## src/include/fsq_pkg.sv

```systemverilog
// constants shared by the flash sequencer modules
// Functional notes
// processor cache hit answers in one cycle
// flash cache hit answers in three cycles
// full miss: three or four by wait select
// commands decoded at the fixed command window
// serial programmer path also issues commands
// data flash readable during code flash work
// code flash readable during data flash work
// programming always takes a full 128-byte unit; option programming streams only 4 words
// erase only whole blocks
// interrupt fetches keep flowing during self-programming
// protection enable blocks unintended program or erase
// user area limited to 512 KB
// option expansion area chosen at initial settings
// busy flag, same-area commands held off
// erased block reads back all ones
package fsq_pkg;
  localparam logic [31:0] CMD_WINDOW = 32'h407e_0000;
  localparam logic [1:0] OP_PROG = 2'h1;
  localparam logic [1:0] OP_ERASE = 2'h2;
  localparam logic [1:0] OP_OPT = 2'h3;
  localparam logic [1:0] AREA_CODE = 2'h0;
  localparam logic [1:0] AREA_DATA = 2'h1;
  localparam logic [1:0] AREA_OPT = 2'h2;
  localparam int OPC_POS = 0;
  localparam int ADDR_POS = 0;
  localparam int AREA_POS = 24;
  localparam logic [4:0] PROG_LAST = 5'h1f;
  localparam logic [4:0] OPT_LAST = 5'h03;
  localparam logic [19:0] OPT_BASE_LIMIT = 20'h00010;
  localparam int CF_BLK_BITS = 15;
  localparam int DF_BLK_BITS = 13;
  localparam int DF_ADDR_BITS = 16;
  localparam int UNIT_BITS = 7;
  localparam logic [7:0] WAIT_SEL_FAST = 8'h00;
  localparam logic [7:0] WAIT_SEL_SLOW = 8'h01;
  localparam logic [2:0] LAT_CPU_HIT = 3'h1;
  localparam logic [2:0] LAT_FLASH_HIT = 3'h3;
  localparam logic [2:0] LAT_MISS_FAST = 3'h3;
  localparam logic [2:0] LAT_MISS_SLOW = 3'h4;
  localparam logic [31:0] ERASED_WORD = 32'hffff_ffff;
endpackage

```

## src/include/fsq_cmd_if.sv

```systemverilog
// command hand-off between a command parser and the sequencer
`timescale 1ns/10ps
interface fsq_cmd_if;
  logic valid;
  logic [1:0] op;
  logic [1:0] area;
  logic [19:0] addr;
  logic [31:0] word;
  logic err;
  logic take;
  logic [4:0] idx;
  modport prs (output valid, op, area, addr, word, err, input take, idx);
  modport ctl (input valid, op, area, addr, word, err, output take, idx);
endinterface

```

## src/fsq_cmd_parse.sv

```systemverilog
// command window parser: opcode, target, then the data unit
`timescale 1ns/10ps
module fsq_cmd_parse (
  input wire logic clk,
  input wire logic rst,
  input wire logic wr,
  input wire logic [31:0] wdata,
  output logic ready,
  fsq_cmd_if.prs cmd
);
  typedef enum logic [3:0] {
    P_OPC = 4'b0001,
    P_ADR = 4'b0010,
    P_DAT = 4'b0100,
    P_HOLD = 4'b1000
  } fsq_pst_t;

  fsq_pst_t st_r;
  logic [1:0] op_r;
  logic [1:0] area_r;
  logic [19:0] addr_r;
  logic [4:0] cnt_r;
  logic err_r;
  logic [31:0] unit_mem [0:31];

  wire [7:0] opc = wdata[fsq_pkg::OPC_POS +: 8];
  wire opc_ok = (opc[7:2] == 6'h00) && (opc[1:0] != 2'h0);
  wire [4:0] last = (op_r == fsq_pkg::OP_OPT) ? fsq_pkg::OPT_LAST : fsq_pkg::PROG_LAST;
  wire acc = wr && ready;

  assign ready = (st_r != P_HOLD);
  assign cmd.valid = (st_r == P_HOLD);
  assign cmd.op = op_r;
  assign cmd.area = area_r;
  assign cmd.addr = addr_r;
  assign cmd.err = err_r;
  assign cmd.word = unit_mem[cmd.idx];

  always_ff @(posedge clk)
  begin
    if (acc && st_r == P_DAT)
      unit_mem[cnt_r] <= wdata;
  end

  always_ff @(posedge clk)
  begin
    err_r <= 1'b0;
    if (rst)
    begin
      st_r <= P_OPC;
      op_r <= 2'h0;
      area_r <= 2'h0;
      addr_r <= 20'h00000;
      cnt_r <= 5'h00;
    end
    else
    begin
      case (st_r)
        P_OPC:
          if (acc)
          begin
            op_r <= opc[1:0];
            st_r <= opc_ok ? P_ADR : P_OPC;
            err_r <= !opc_ok;
          end
        P_ADR:
          if (acc)
          begin
            addr_r <= wdata[fsq_pkg::ADDR_POS +: 20];
            area_r <= (op_r == fsq_pkg::OP_OPT) ? fsq_pkg::AREA_OPT : wdata[fsq_pkg::AREA_POS +: 2];
            cnt_r <= 5'h00;
            st_r <= (op_r == fsq_pkg::OP_ERASE) ? P_HOLD : P_DAT;
          end
        P_DAT:
          if (acc)
          begin
            // the unit is complete only after the last word
            cnt_r <= cnt_r + 5'h01;
            if (cnt_r == last)
              st_r <= P_HOLD;
          end
        P_HOLD:
          if (cmd.take)
            st_r <= P_OPC;
        default:
          st_r <= P_OPC;
      endcase
    end
  end
endmodule

```

## src/fsq_flash_ctrl.sv

```systemverilog
// flash read timing and program/erase sequencer
`timescale 1ns/10ps
module fsq_flash_ctrl (
  input wire logic SYS_CLK,
  input wire logic SRST,
  input wire logic RD_REQ,
  input wire logic RD_AREA,
  input wire logic [18:0] RD_ADDR,
  input wire logic RD_CPU_HIT,
  input wire logic RD_FLASH_HIT,
  input wire logic [7:0] FLASH_READ_WAIT_SELECT,
  output logic RD_READY,
  output logic RD_VALID,
  output logic [31:0] RD_DATA,
  input wire logic CMD_WR,
  input wire logic [31:0] CMD_ADDR,
  input wire logic [31:0] CMD_WDATA,
  output logic CMD_READY,
  input wire logic SER_WR,
  input wire logic [31:0] SER_WDATA,
  output logic SER_READY,
  input wire logic PE_ENABLE,
  input wire logic OPT_EXPAND,
  output logic ARR_RD_AREA,
  output logic [18:0] ARR_RD_ADDR,
  input wire logic [31:0] ARR_RD_DATA,
  output logic ARR_CMD_STB,
  output logic [1:0] ARR_CMD_OP,
  output logic [1:0] ARR_CMD_AREA,
  output logic [18:0] ARR_CMD_ADDR,
  output logic ARR_WR_STB,
  output logic [31:0] ARR_WR_DATA,
  input wire logic [1:0] ARR_DONE,
  output logic [1:0] BUSY,
  output logic CMD_ERR
);
  typedef enum logic [1:0] {
    S_IDLE = 2'b01,
    S_STREAM = 2'b10
  } fsq_st_t;

  fsq_cmd_if self_if ();
  fsq_cmd_if ser_if ();

  // self-programming path: only writes that land on the window count
  wire win_hit = (CMD_ADDR == fsq_pkg::CMD_WINDOW);
  wire self_ready;

  fsq_cmd_parse u_self (
    .clk(SYS_CLK),
    .rst(SRST),
    .wr(CMD_WR && win_hit),
    .wdata(CMD_WDATA),
    .ready(self_ready),
    .cmd(self_if.prs)
  );

  fsq_cmd_parse u_ser (
    .clk(SYS_CLK),
    .rst(SRST),
    .wr(SER_WR),
    .wdata(SER_WDATA),
    .ready(SER_READY),
    .cmd(ser_if.prs)
  );

  // window writes elsewhere are not ours and are never stalled
  assign CMD_READY = self_ready || !win_hit;

  fsq_st_t st_r;
  fsq_st_t st_nxt;
  logic [1:0] busy_r;
  logic [4:0] idx_r;
  logic [4:0] idx_nxt;
  logic use_ser_r;
  logic opt_exp_r;
  logic cap_done_r;
  logic [15:0] cf_erased_r;
  logic [7:0] df_erased_r;
  logic rd_act_r;
  logic [2:0] rd_cnt_r;
  logic rd_valid_r;
  logic [31:0] rd_data_r;
  logic rd_area_r;
  logic [18:0] rd_addr_r;
  logic cmd_stb_r;
  logic [1:0] cmd_op_r;
  logic [1:0] cmd_area_r;
  logic [18:0] cmd_addr_r;
  logic wr_stb_r;
  logic [31:0] wr_data_r;
  logic err_r;

  // selection between the two command sources; self-programming first
  wire sel_ser = !self_if.valid && ser_if.valid;
  wire c_valid = self_if.valid || ser_if.valid;
  wire [1:0] c_op = sel_ser ? ser_if.op : self_if.op;
  wire [1:0] c_area = sel_ser ? ser_if.area : self_if.area;
  wire [19:0] c_addr = sel_ser ? ser_if.addr : self_if.addr;
  wire [31:0] s_word = use_ser_r ? ser_if.word : self_if.word;
  wire [1:0] s_op = use_ser_r ? ser_if.op : self_if.op;

  // option memory sits in the code bank
  wire c_bank = (c_area == fsq_pkg::AREA_DATA);
  wire bank_busy = busy_r[c_bank];
  wire area_bad = (c_area == 2'h3) || ((c_area == fsq_pkg::AREA_OPT) != (c_op == fsq_pkg::OP_OPT));
  wire range_bad = c_addr[19] ||
    ((c_area == fsq_pkg::AREA_DATA) && (c_addr[18:fsq_pkg::DF_ADDR_BITS] != 3'h0));
  wire opt_bad = (c_op == fsq_pkg::OP_OPT) && (c_addr >= fsq_pkg::OPT_BASE_LIMIT) && !opt_exp_r;
  wire refuse = !PE_ENABLE || area_bad || range_bad || opt_bad;
  wire launch = (st_r == S_IDLE) && c_valid && !bank_busy;
  wire go = launch && !refuse;
  wire is_prog = (c_op != fsq_pkg::OP_ERASE);

  // erase is forced to the enclosing block, programming to its unit
  wire [18:0] cf_blk = {c_addr[18:fsq_pkg::CF_BLK_BITS], {fsq_pkg::CF_BLK_BITS{1'b0}}};
  wire [18:0] df_blk = {c_addr[18:fsq_pkg::DF_BLK_BITS], {fsq_pkg::DF_BLK_BITS{1'b0}}};
  wire [18:0] unit_a = {c_addr[18:fsq_pkg::UNIT_BITS], {fsq_pkg::UNIT_BITS{1'b0}}};
  wire [18:0] launch_a = is_prog ? unit_a : (c_bank ? df_blk : cf_blk);
  wire [3:0] cf_bi = c_addr[18:fsq_pkg::CF_BLK_BITS];
  wire [2:0] df_bi = c_addr[fsq_pkg::DF_ADDR_BITS - 1:fsq_pkg::DF_BLK_BITS];
  wire upd_code = go && (c_area == fsq_pkg::AREA_CODE);
  wire upd_data = go && (c_area == fsq_pkg::AREA_DATA);

  wire [4:0] s_last = (s_op == fsq_pkg::OP_OPT) ? fsq_pkg::OPT_LAST : fsq_pkg::PROG_LAST;
  wire s_end = (st_r == S_STREAM) && (idx_r == s_last);
  wire take = (launch && (refuse || !is_prog)) || s_end;

  assign self_if.take = take && !(launch ? sel_ser : use_ser_r);
  assign ser_if.take = take && (launch ? sel_ser : use_ser_r);
  assign self_if.idx = idx_r;
  assign ser_if.idx = idx_r;

  always_comb
  begin
    st_nxt = st_r;
    idx_nxt = idx_r;
    case (st_r)
      S_IDLE:
        if (go && is_prog)
        begin
          st_nxt = S_STREAM;
          idx_nxt = 5'h00;
        end
      S_STREAM:
        begin
          idx_nxt = idx_r + 5'h01;
          if (s_end)
            st_nxt = S_IDLE;
        end
      default:
        st_nxt = S_IDLE;
    endcase
  end

  always_ff @(posedge SYS_CLK)
  begin
    if (SRST)
    begin
      st_r <= S_IDLE;
      idx_r <= 5'h00;
      use_ser_r <= 1'b0;
    end
    else
    begin
      st_r <= st_nxt;
      idx_r <= idx_nxt;
      if (launch)
        use_ser_r <= sel_ser;
    end
  end

  // expansion choice is caught once, right after reset is released
  always_ff @(posedge SYS_CLK)
  begin
    if (SRST)
    begin
      cap_done_r <= 1'b0;
      opt_exp_r <= 1'b0;
    end
    else if (!cap_done_r)
    begin
      cap_done_r <= 1'b1;
      opt_exp_r <= OPT_EXPAND;
    end
  end

  // busy sets only on an idle bank, so set and done never collide
  always_ff @(posedge SYS_CLK)
  begin
    if (SRST)
      busy_r <= 2'b00;
    else
      busy_r <= (busy_r & ~ARR_DONE) | ({1'b0, go} << c_bank);
  end

  // erased-block map; unknown contents after reset read from the array
  always_ff @(posedge SYS_CLK)
  begin
    if (SRST)
    begin
      cf_erased_r <= 16'h0000;
      df_erased_r <= 8'h00;
    end
    else
    begin
      if (upd_code)
        cf_erased_r[cf_bi] <= !is_prog;
      if (upd_data)
        df_erased_r[df_bi] <= !is_prog;
    end
  end

  always_ff @(posedge SYS_CLK)
  begin
    if (SRST)
    begin
      cmd_stb_r <= 1'b0;
      cmd_op_r <= 2'h0;
      cmd_area_r <= 2'h0;
      cmd_addr_r <= 19'h00000;
      wr_stb_r <= 1'b0;
      wr_data_r <= 32'h0000_0000;
      err_r <= 1'b0;
    end
    else
    begin
      cmd_stb_r <= go;
      if (go)
      begin
        cmd_op_r <= c_op;
        cmd_area_r <= c_area;
        cmd_addr_r <= launch_a;
      end
      wr_stb_r <= (st_r == S_STREAM);
      wr_data_r <= s_word;
      err_r <= (launch && refuse) || self_if.err || ser_if.err;
    end
  end

  // read latency by cache outcome and wait select
  wire [2:0] miss_lat = (FLASH_READ_WAIT_SELECT == fsq_pkg::WAIT_SEL_FAST) ?
    fsq_pkg::LAT_MISS_FAST : fsq_pkg::LAT_MISS_SLOW;
  wire [2:0] rd_lat = RD_CPU_HIT ? fsq_pkg::LAT_CPU_HIT :
    (RD_FLASH_HIT ? fsq_pkg::LAT_FLASH_HIT : miss_lat);
  // only the bank being worked on stalls; vector fetches from the other keep going
  assign RD_READY = !rd_act_r && !busy_r[RD_AREA];
  wire rd_take = RD_REQ && RD_READY;
  wire rd_erased = rd_area_r ? df_erased_r[rd_addr_r[fsq_pkg::DF_ADDR_BITS - 1:fsq_pkg::DF_BLK_BITS]] :
    cf_erased_r[rd_addr_r[18:fsq_pkg::CF_BLK_BITS]];

  always_ff @(posedge SYS_CLK)
  begin
    if (SRST)
    begin
      rd_act_r <= 1'b0;
      rd_cnt_r <= 3'h0;
      rd_valid_r <= 1'b0;
      rd_data_r <= 32'h0000_0000;
      rd_area_r <= 1'b0;
      rd_addr_r <= 19'h00000;
    end
    else
    begin
      rd_valid_r <= 1'b0;
      if (rd_take)
      begin
        rd_act_r <= 1'b1;
        rd_cnt_r <= rd_lat - 3'h1;
        rd_area_r <= RD_AREA;
        rd_addr_r <= RD_ADDR;
      end
      else if (rd_act_r)
      begin
        if (rd_cnt_r == 3'h0)
        begin
          rd_act_r <= 1'b0;
          rd_valid_r <= 1'b1;
          rd_data_r <= rd_erased ? fsq_pkg::ERASED_WORD : ARR_RD_DATA;
        end
        else
          rd_cnt_r <= rd_cnt_r - 3'h1;
      end
    end
  end

  assign RD_VALID = rd_valid_r;
  assign RD_DATA = rd_data_r;
  assign ARR_RD_AREA = rd_area_r;
  assign ARR_RD_ADDR = rd_addr_r;
  assign ARR_CMD_STB = cmd_stb_r;
  assign ARR_CMD_OP = cmd_op_r;
  assign ARR_CMD_AREA = cmd_area_r;
  assign ARR_CMD_ADDR = cmd_addr_r;
  assign ARR_WR_STB = wr_stb_r;
  assign ARR_WR_DATA = wr_data_r;
  assign BUSY = busy_r;
  assign CMD_ERR = err_r;
endmodule

```

## config.mk

```make
export PLATFORM = sky130hd
export DESIGN_NAME = fsq_flash_ctrl
export DESIGN_NICKNAME = d
export VERILOG_FILES = /design/src/include/fsq_pkg.sv /design/src/include/fsq_cmd_if.sv /design/src/fsq_cmd_parse.sv /design/src/fsq_flash_ctrl.sv
export SDC_FILE = /design/constraint.sdc
export NUM_CORES = 2
export LEC_CHECK = 0
export CORE_UTILIZATION = 65
export DETAILED_ROUTE_END_ITERATION = 16
export DONT_BUFFER_PORTS = 1
export PLACE_DENSITY = 0.86
export SLEW_MARGIN = 20
export SYNTH_ARGS = -nofsm -noshare
export SYNTH_HDL_FRONTEND = slang
export SYNTH_SLANG_ARGS = --single-unit
```

## constraint.sdc

```tcl
create_clock -name SYS_CLK -period 9.6 [get_ports SYS_CLK]
set_input_delay 0.96 -clock SYS_CLK [delete_from_list [all_inputs] [get_ports SYS_CLK]]
set_output_delay 0.96 -clock SYS_CLK [all_outputs]
set_load 0.02 [all_outputs]
```

## After elaboration in Yosys (flattened, before gate mapping)

Memory sizes are Yosys's and may differ from the RTL's. A register that Yosys moved wholly into a read port is not among the register bits.
Cells that the tools add are included.
W data, S select, Z words.

- Register bits: 219
- Memory bits (writable): 2,048
- Input bits: 167
- Logic and storage cells: 250
- Memories: 2

Memories:

| memory | words | width | rd ports | clocked after memory_dff | wr ports | line | source |
|---|---|---|---|---|---|---|---|
| u_self.unit_mem | 32 | 32 | 1 | 1 | 1 | fsq_cmd_parse.sv:24 | `logic [31:0] unit_mem [0:31];` |
| u_ser.unit_mem | 32 | 32 | 1 | 1 | 1 | fsq_cmd_parse.sv:24 |  |

- Add/sub/neg operators: 5
- $lt $le $gt $ge: 9
- Equal/unequal tests: 40
- Shifts and indexed selects: 1
- Muxes and demuxes: 75
- Bitwise operators: 9
- Reductions and logical operators: 76

Operators by type and width:

| cell | count |
|---|---|
| $mux W32 | 2 |
| $mux W5 | 12 |
| $mux W4 | 12 |
| $eq A32 B31 Y1 const B | 1 |
| $pmux W4 S4 | 2 |
| $mux W15 | 2 |
| $pmux W5 S2 | 3 |
| $logic_and A1 B1 Y1 | 26 |
| $ge A20 B5 Y1 const B | 1 |
| $mux W20 | 1 |
| $mux W1 | 19 |
| $eq A2 B2 Y1 const B | 9 |
| $mux W2 | 9 |
| $mux W3 | 6 |
| $ne A2 B1 Y1 const B | 9 |
| $bwmux W16 | 1 |
| $add A5 B1 Y5 const B | 3 |
| $eq A5 B5 Y1 | 3 |
| $reduce_and A2 Y1 | 7 |
| $logic_not A1 Y1 | 12 |
| $logic_not A6 Y1 | 2 |
| $reduce_bool A2 Y1 | 6 |
| $logic_or A1 B1 Y1 | 11 |
| $lt A4 B5 Y1 const B | 2 |
| 31 further kinds | 54 |

## Depth between registers and ports, before layout

- Word-level depth: 17
- Depth in mapped cells: 9
- Depth with buffers taken out: 9

## Modules after synthesis

A second synthesis with hierarchy kept.

- Cells, all modules: 5,017
- Area, all modules: 88,138.3 um^2

By module, submodules not included:

| module | times used | cells an instance | area each (um^2) | sequential area each (um^2) |
|---|---|---|---|---|
| fsq_cmd_parse at u_self | 1 | 2,112 | 40,766.6 | 31,430.1 |
| fsq_cmd_parse at u_ser | 1 | 2,113 | 40,757.8 | 31,430.1 |
| fsq_flash_ctrl | 1 | 792 | 6,613.8 | 2,882.8 |

## Worst setup path before layout

Ideal clock, no wire load.

- Path kind: input to register
- Start: in CMD_ADDR[25]
- End: mem u_self.unit_mem[12][0] (enable)
- Setup time: 421 ps
- Arrival time: 3,755 ps
- Data required time: 9,179 ps
- Slack: 5,424 ps
- Stages: 7
- Path buffers: 1
- Cell sequence: nor4b_1 -> and4_1 -> nand3_1 -> nor2_1 -> clkbuf_1 -> nand2_1 -> nor2_1

- Longest elaborated chain between the ends: 6

RTL lines:

| what | line | source |
|---|---|---|
| start: declaration | fsq_flash_ctrl.sv:16 | `input wire logic [31:0] CMD_ADDR,` |
| $eq A32 B31 Y1 | fsq_flash_ctrl.sv:46 | `wire win_hit = (CMD_ADDR == fsq_pkg::CMD_WINDOW);` |
| $logic_and A1 B1 Y1 | fsq_flash_ctrl.sv:52 | `.wr(CMD_WR && win_hit),` |
| $logic_and A1 B1 Y1 | fsq_cmd_parse.sv:29 | `wire acc = wr && ready;` |
| $logic_and A1 B1 Y1 | fsq_cmd_parse.sv:41 | `if (acc && st_r == P_DAT)` |
| $mux W1 | fsq_cmd_parse.sv:41 |  |
| $mux W1 (implied by the code) | fsq_cmd_parse.sv:42 | `unit_mem[cnt_r] <= wdata;` |
| end: declaration | fsq_cmd_parse.sv:24 |  |

No other way between the ends.

==> flow_metrics.py <==
metrics = {
    "logic_synthesis": {
        "yosysWarnings": 0,
        "ys_types": 73,
        "postSynth.asyncResetShare_pct": 0,
        "seq_area_frac_synth_pct": 75.73,
        "synth_compound_area_share_pct": 2.190,
        "synth_top_family_by_area": "multiplexers",
        "synthCells": 4139,
        "synth_edf_count": 2048,
        "ys_ff_latch": 2257,
        "yosys.area_share.simple_pct": 3.292,
        "synthFlopType": "edfxtp_1",
        "synth.avg_cell_area_um2": 20.96,
        "synth_top_area_share_pct": 70.90,
        "synth_area_um2": 86740,
        "synthMuxAreaShare_pct": 17.36,
        "yosys.area.top_type": "edfxtp_1",
        "synth_xor_area_share_pct": 0.04039,
        "synth_area_leaders": "edfxtp_1, mux4_2, dfxtp_1, mux2i_1, nor2_1",
        "synth_fa_ha_area_share_pct": 0.1443,
    },
    "placement": {
        "place_congestion": 0.9063,
        "portBuffers": 0,
        "place_hpwl_mm": 141.4,
        "dpl_worst_slack_ps": 4684,
        "place_area_um2": 89180,
    },
    "grt": {
        "grt_pass1_vias": 48000,
        "grt_start_max_net_pins": 132,
        "grt_usage_pct": 41.11,
        "antenna_found_initial": 25,
        "grt_pass1_wl_mm": 381.2,
        "gr-total-overflow": 0,
    },
    "final_layout": {
        "final_nets": 4374,
        "syn_to_final_growth_pct": 10.86,
        "design_area_um2": 96150,
        "drive_gt1_share_pct": 25.16,
        "regArea_um2": 65700,
        "layout_common_cells": "edfxtp_1, mux4_2, clkbuf_16",
        "fillers": 6458,
        "final_common_cell": "edfxtp_1",
        "multi_input_area_um2": 20520,
        "fin_util_pct": 72.86,
    },
    "detailed_routing": {
        "wl_per_cell_um": 44.99,
        "route.detailed.drc": 0,
        "drtIter0Drc": 9783,
        "wl_mm": 276.3,
        "post_drt_via_cell_ratio": 8.074,
        "antenna_left": 0,
        "via_count": 49580,
        "drt_pass1_iterations": 7,
    },
    "sta": {
        "slew_headroom_pct": 16.74,
        "setup_slack_ps": 4856,
        "setup_viol": 0,
        "fmax_mhz": 210.8,
        "rsz0062_at_grt": "no",
        "finalHoldViolations": 0,
        "fin_tns_setup_ps": 0,
        "fin_crit_sh_pct": 49.41,
        "min_period_ps": 4744,
        "clock_skew_ps": 50.49,
        "worst_pin_slew_ps": 1246,
        "drv_slew": 0,
    },
    "clock_tree": {
        "cts_tree": "yes",
        "clkSinkCount": 2257,
        "cts_setup_buffers": 0,
        "clk_pin_slew_ps": 80,
        "postCtsHoldBufs": 0,
        "cts_buffer_depth": 3,
        "cts_resized": 0,
        "numCtsBuffers": 209,
        "clkLatencyLatePin_ps": 870,
        "htreeDepth": 4,
        "cts-root-buf": "clkbuf_16",
    },
    "floorplan": {
        "die_area_um2": 134900,
        "num_io_pins": 283,
        "fp-row-count": 133,
        "die_y_um": 367.3,
        "start_util_pct": 65.73,
        "die_width_um": 367.3,
        "core_area_um2": 132000,
    },
    "setup_path": {
        "slowest_stage": "buf_4",
        "end_kind": "flop",
        "crit_chain": "buf_12 > buf_4 > mux4_2 > mux4_2 > a22oi_1 > nand2_1",
        "crit_type": "reg2reg",
        "crit_path_start_kind": "flop",
        "path_delay_family": "buffers and inverters",
        "crit_buf_inv": 2,
        "worst_path_largest_cell_delay_ps": 890,
        "required_ps": 10290,
        "reg2reg_depth": 6,
        "crit_path_frequent_cell": "mux4_2",
        "path_max_fanout": 110,
        "cp.depth": 6,
        "critPathArrivalTime_ps": 5440,
    },
    "hold_path": {
        "hold-path-cell-count": 0,
        "hold_class": "in2reg",
        "min_from": "CMD_WDATA[28]",
    },
    "run": {
        "cap_violations": 0,
    },
    "pwr": {
        "ir_drop_uv": 173.1,
        "finalPower_mw": 19.37,
        "power_density_nw_per_um2": 201.5,
        "p_leak_nw": 28.61,
    },
    "run_status": {
        "outcome": "completed",
    },
}
[state kept, by name, indices dropped and copies added, names as in the netlist, 3 cells and up, named ones only]
| name | cells |
|---|---|
| u_self.unit_mem | 1024 |
| u_ser.unit_mem | 1024 |
| ARR_WR_DATA | 32 |
| RD_DATA | 32 |
| ARR_RD_ADDR | 19 |
| cf_erased_r | 16 |
| u_self.cmd.addr | 16 |
| u_ser.cmd.addr | 16 |
| ARR_CMD_ADDR | 12 |
| df_erased_r | 8 |
| idx_r | 5 |
| u_self.cnt_r | 5 |
| u_ser.cnt_r | 5 |
| u_self.st_r | 4 |
| u_ser.st_r | 4 |
| rd_cnt_r | 3 |
[final cells by class]
type | count | area share, %
antenna | 10 | 0.02603
clock buffer | 278 | 6.022
clock inverter | 112 | 0.9317
inverter | 16 | 0.06246
multi-input combinational | 1627 | 21.34
sequential | 2257 | 68.33
tap | 1755 | 2.284
timing repair buffer | 86 | 1.002
[routing by layer]
layer  part of all wire (%)  vias up  track usage [%]
met5                  0.051        -                0
met3                     16     1157            13.79
met4                    7.3       20            22.80
met2                     46     6120            61.83
met1                     31    24940            53.46
li1                       -    17340                -
[power breakdown]
part,leakage (nW),switching (mW),internal (mW)
Clock,3.27,3.97,4.53
Combinational,5.23,0.0591,0.0298
Sequential,20.1,0.0647,10.7
[logic make-up (layout without fill, tap and decap cells)]
logic type / Yosys count / after routing
adders and majority gates: 10 / 10
other: 1 / 17
muxes: 734 / 734
DFF: 2257 / 2257
AOI/OAI and AO/OA: 297 / 297
buffers and inverters: 261 / 492
xor gates and xnor gates: 4 / 4
and+or+nand+nor: 575 / 575
[stage by stage]
step | cells | hold slack [ps]
global route | 6132 | 169.8
CTS | 6120 | 139.7
floorplan | 4145 | 417.3
global placement | 5726 | 439.4
detailed placement | 5730 | 450.8
finish | 6141 | 176.7
[synth_stat cells (8+ instances only)]
| cell | instances |
|---|---|
| nand2_1 | 164 |
| a21oi_1 | 76 |
| nor2b_1 | 25 |
| inv_1 | 15 |
| buf_4 | 12 |
| nand4_1 | 17 |
| clkbuf_1 | 134 |
| a31oi_1 | 17 |
| nor3_1 | 55 |
| a211oi_1 | 22 |
| mux4_2 | 615 |
| buf_1 | 56 |
| o2111ai_1 | 18 |
| o21ai_1 | 8 |
| and3_1 | 8 |
| nand2b_1 | 15 |
| nand3b_1 | 14 |
| nor2_1 | 167 |
| a22oi_1 | 31 |
| buf_2 | 43 |
| ha_1 | 10 |
| edfxtp_1 | 2048 |
| nand3_1 | 37 |
| a311oi_1 | 13 |
| or3_1 | 10 |
| or4_1 | 9 |
| dfxtp_1 | 209 |
| o21ai_0 | 72 |
| nor4_1 | 16 |
| mux2i_1 | 111 |
[worst paths after layout]
check                           slack [ps]                      to
worst min register to register         460         cf_erased_r[10]
worst max register to register        4860          ARR_WR_DATA[4]
worst max-delay path                  4860          ARR_WR_DATA[4]
worst min-delay path                   180  u_self.unit_mem[0][28]
Power figures use the tool's default switching activity.
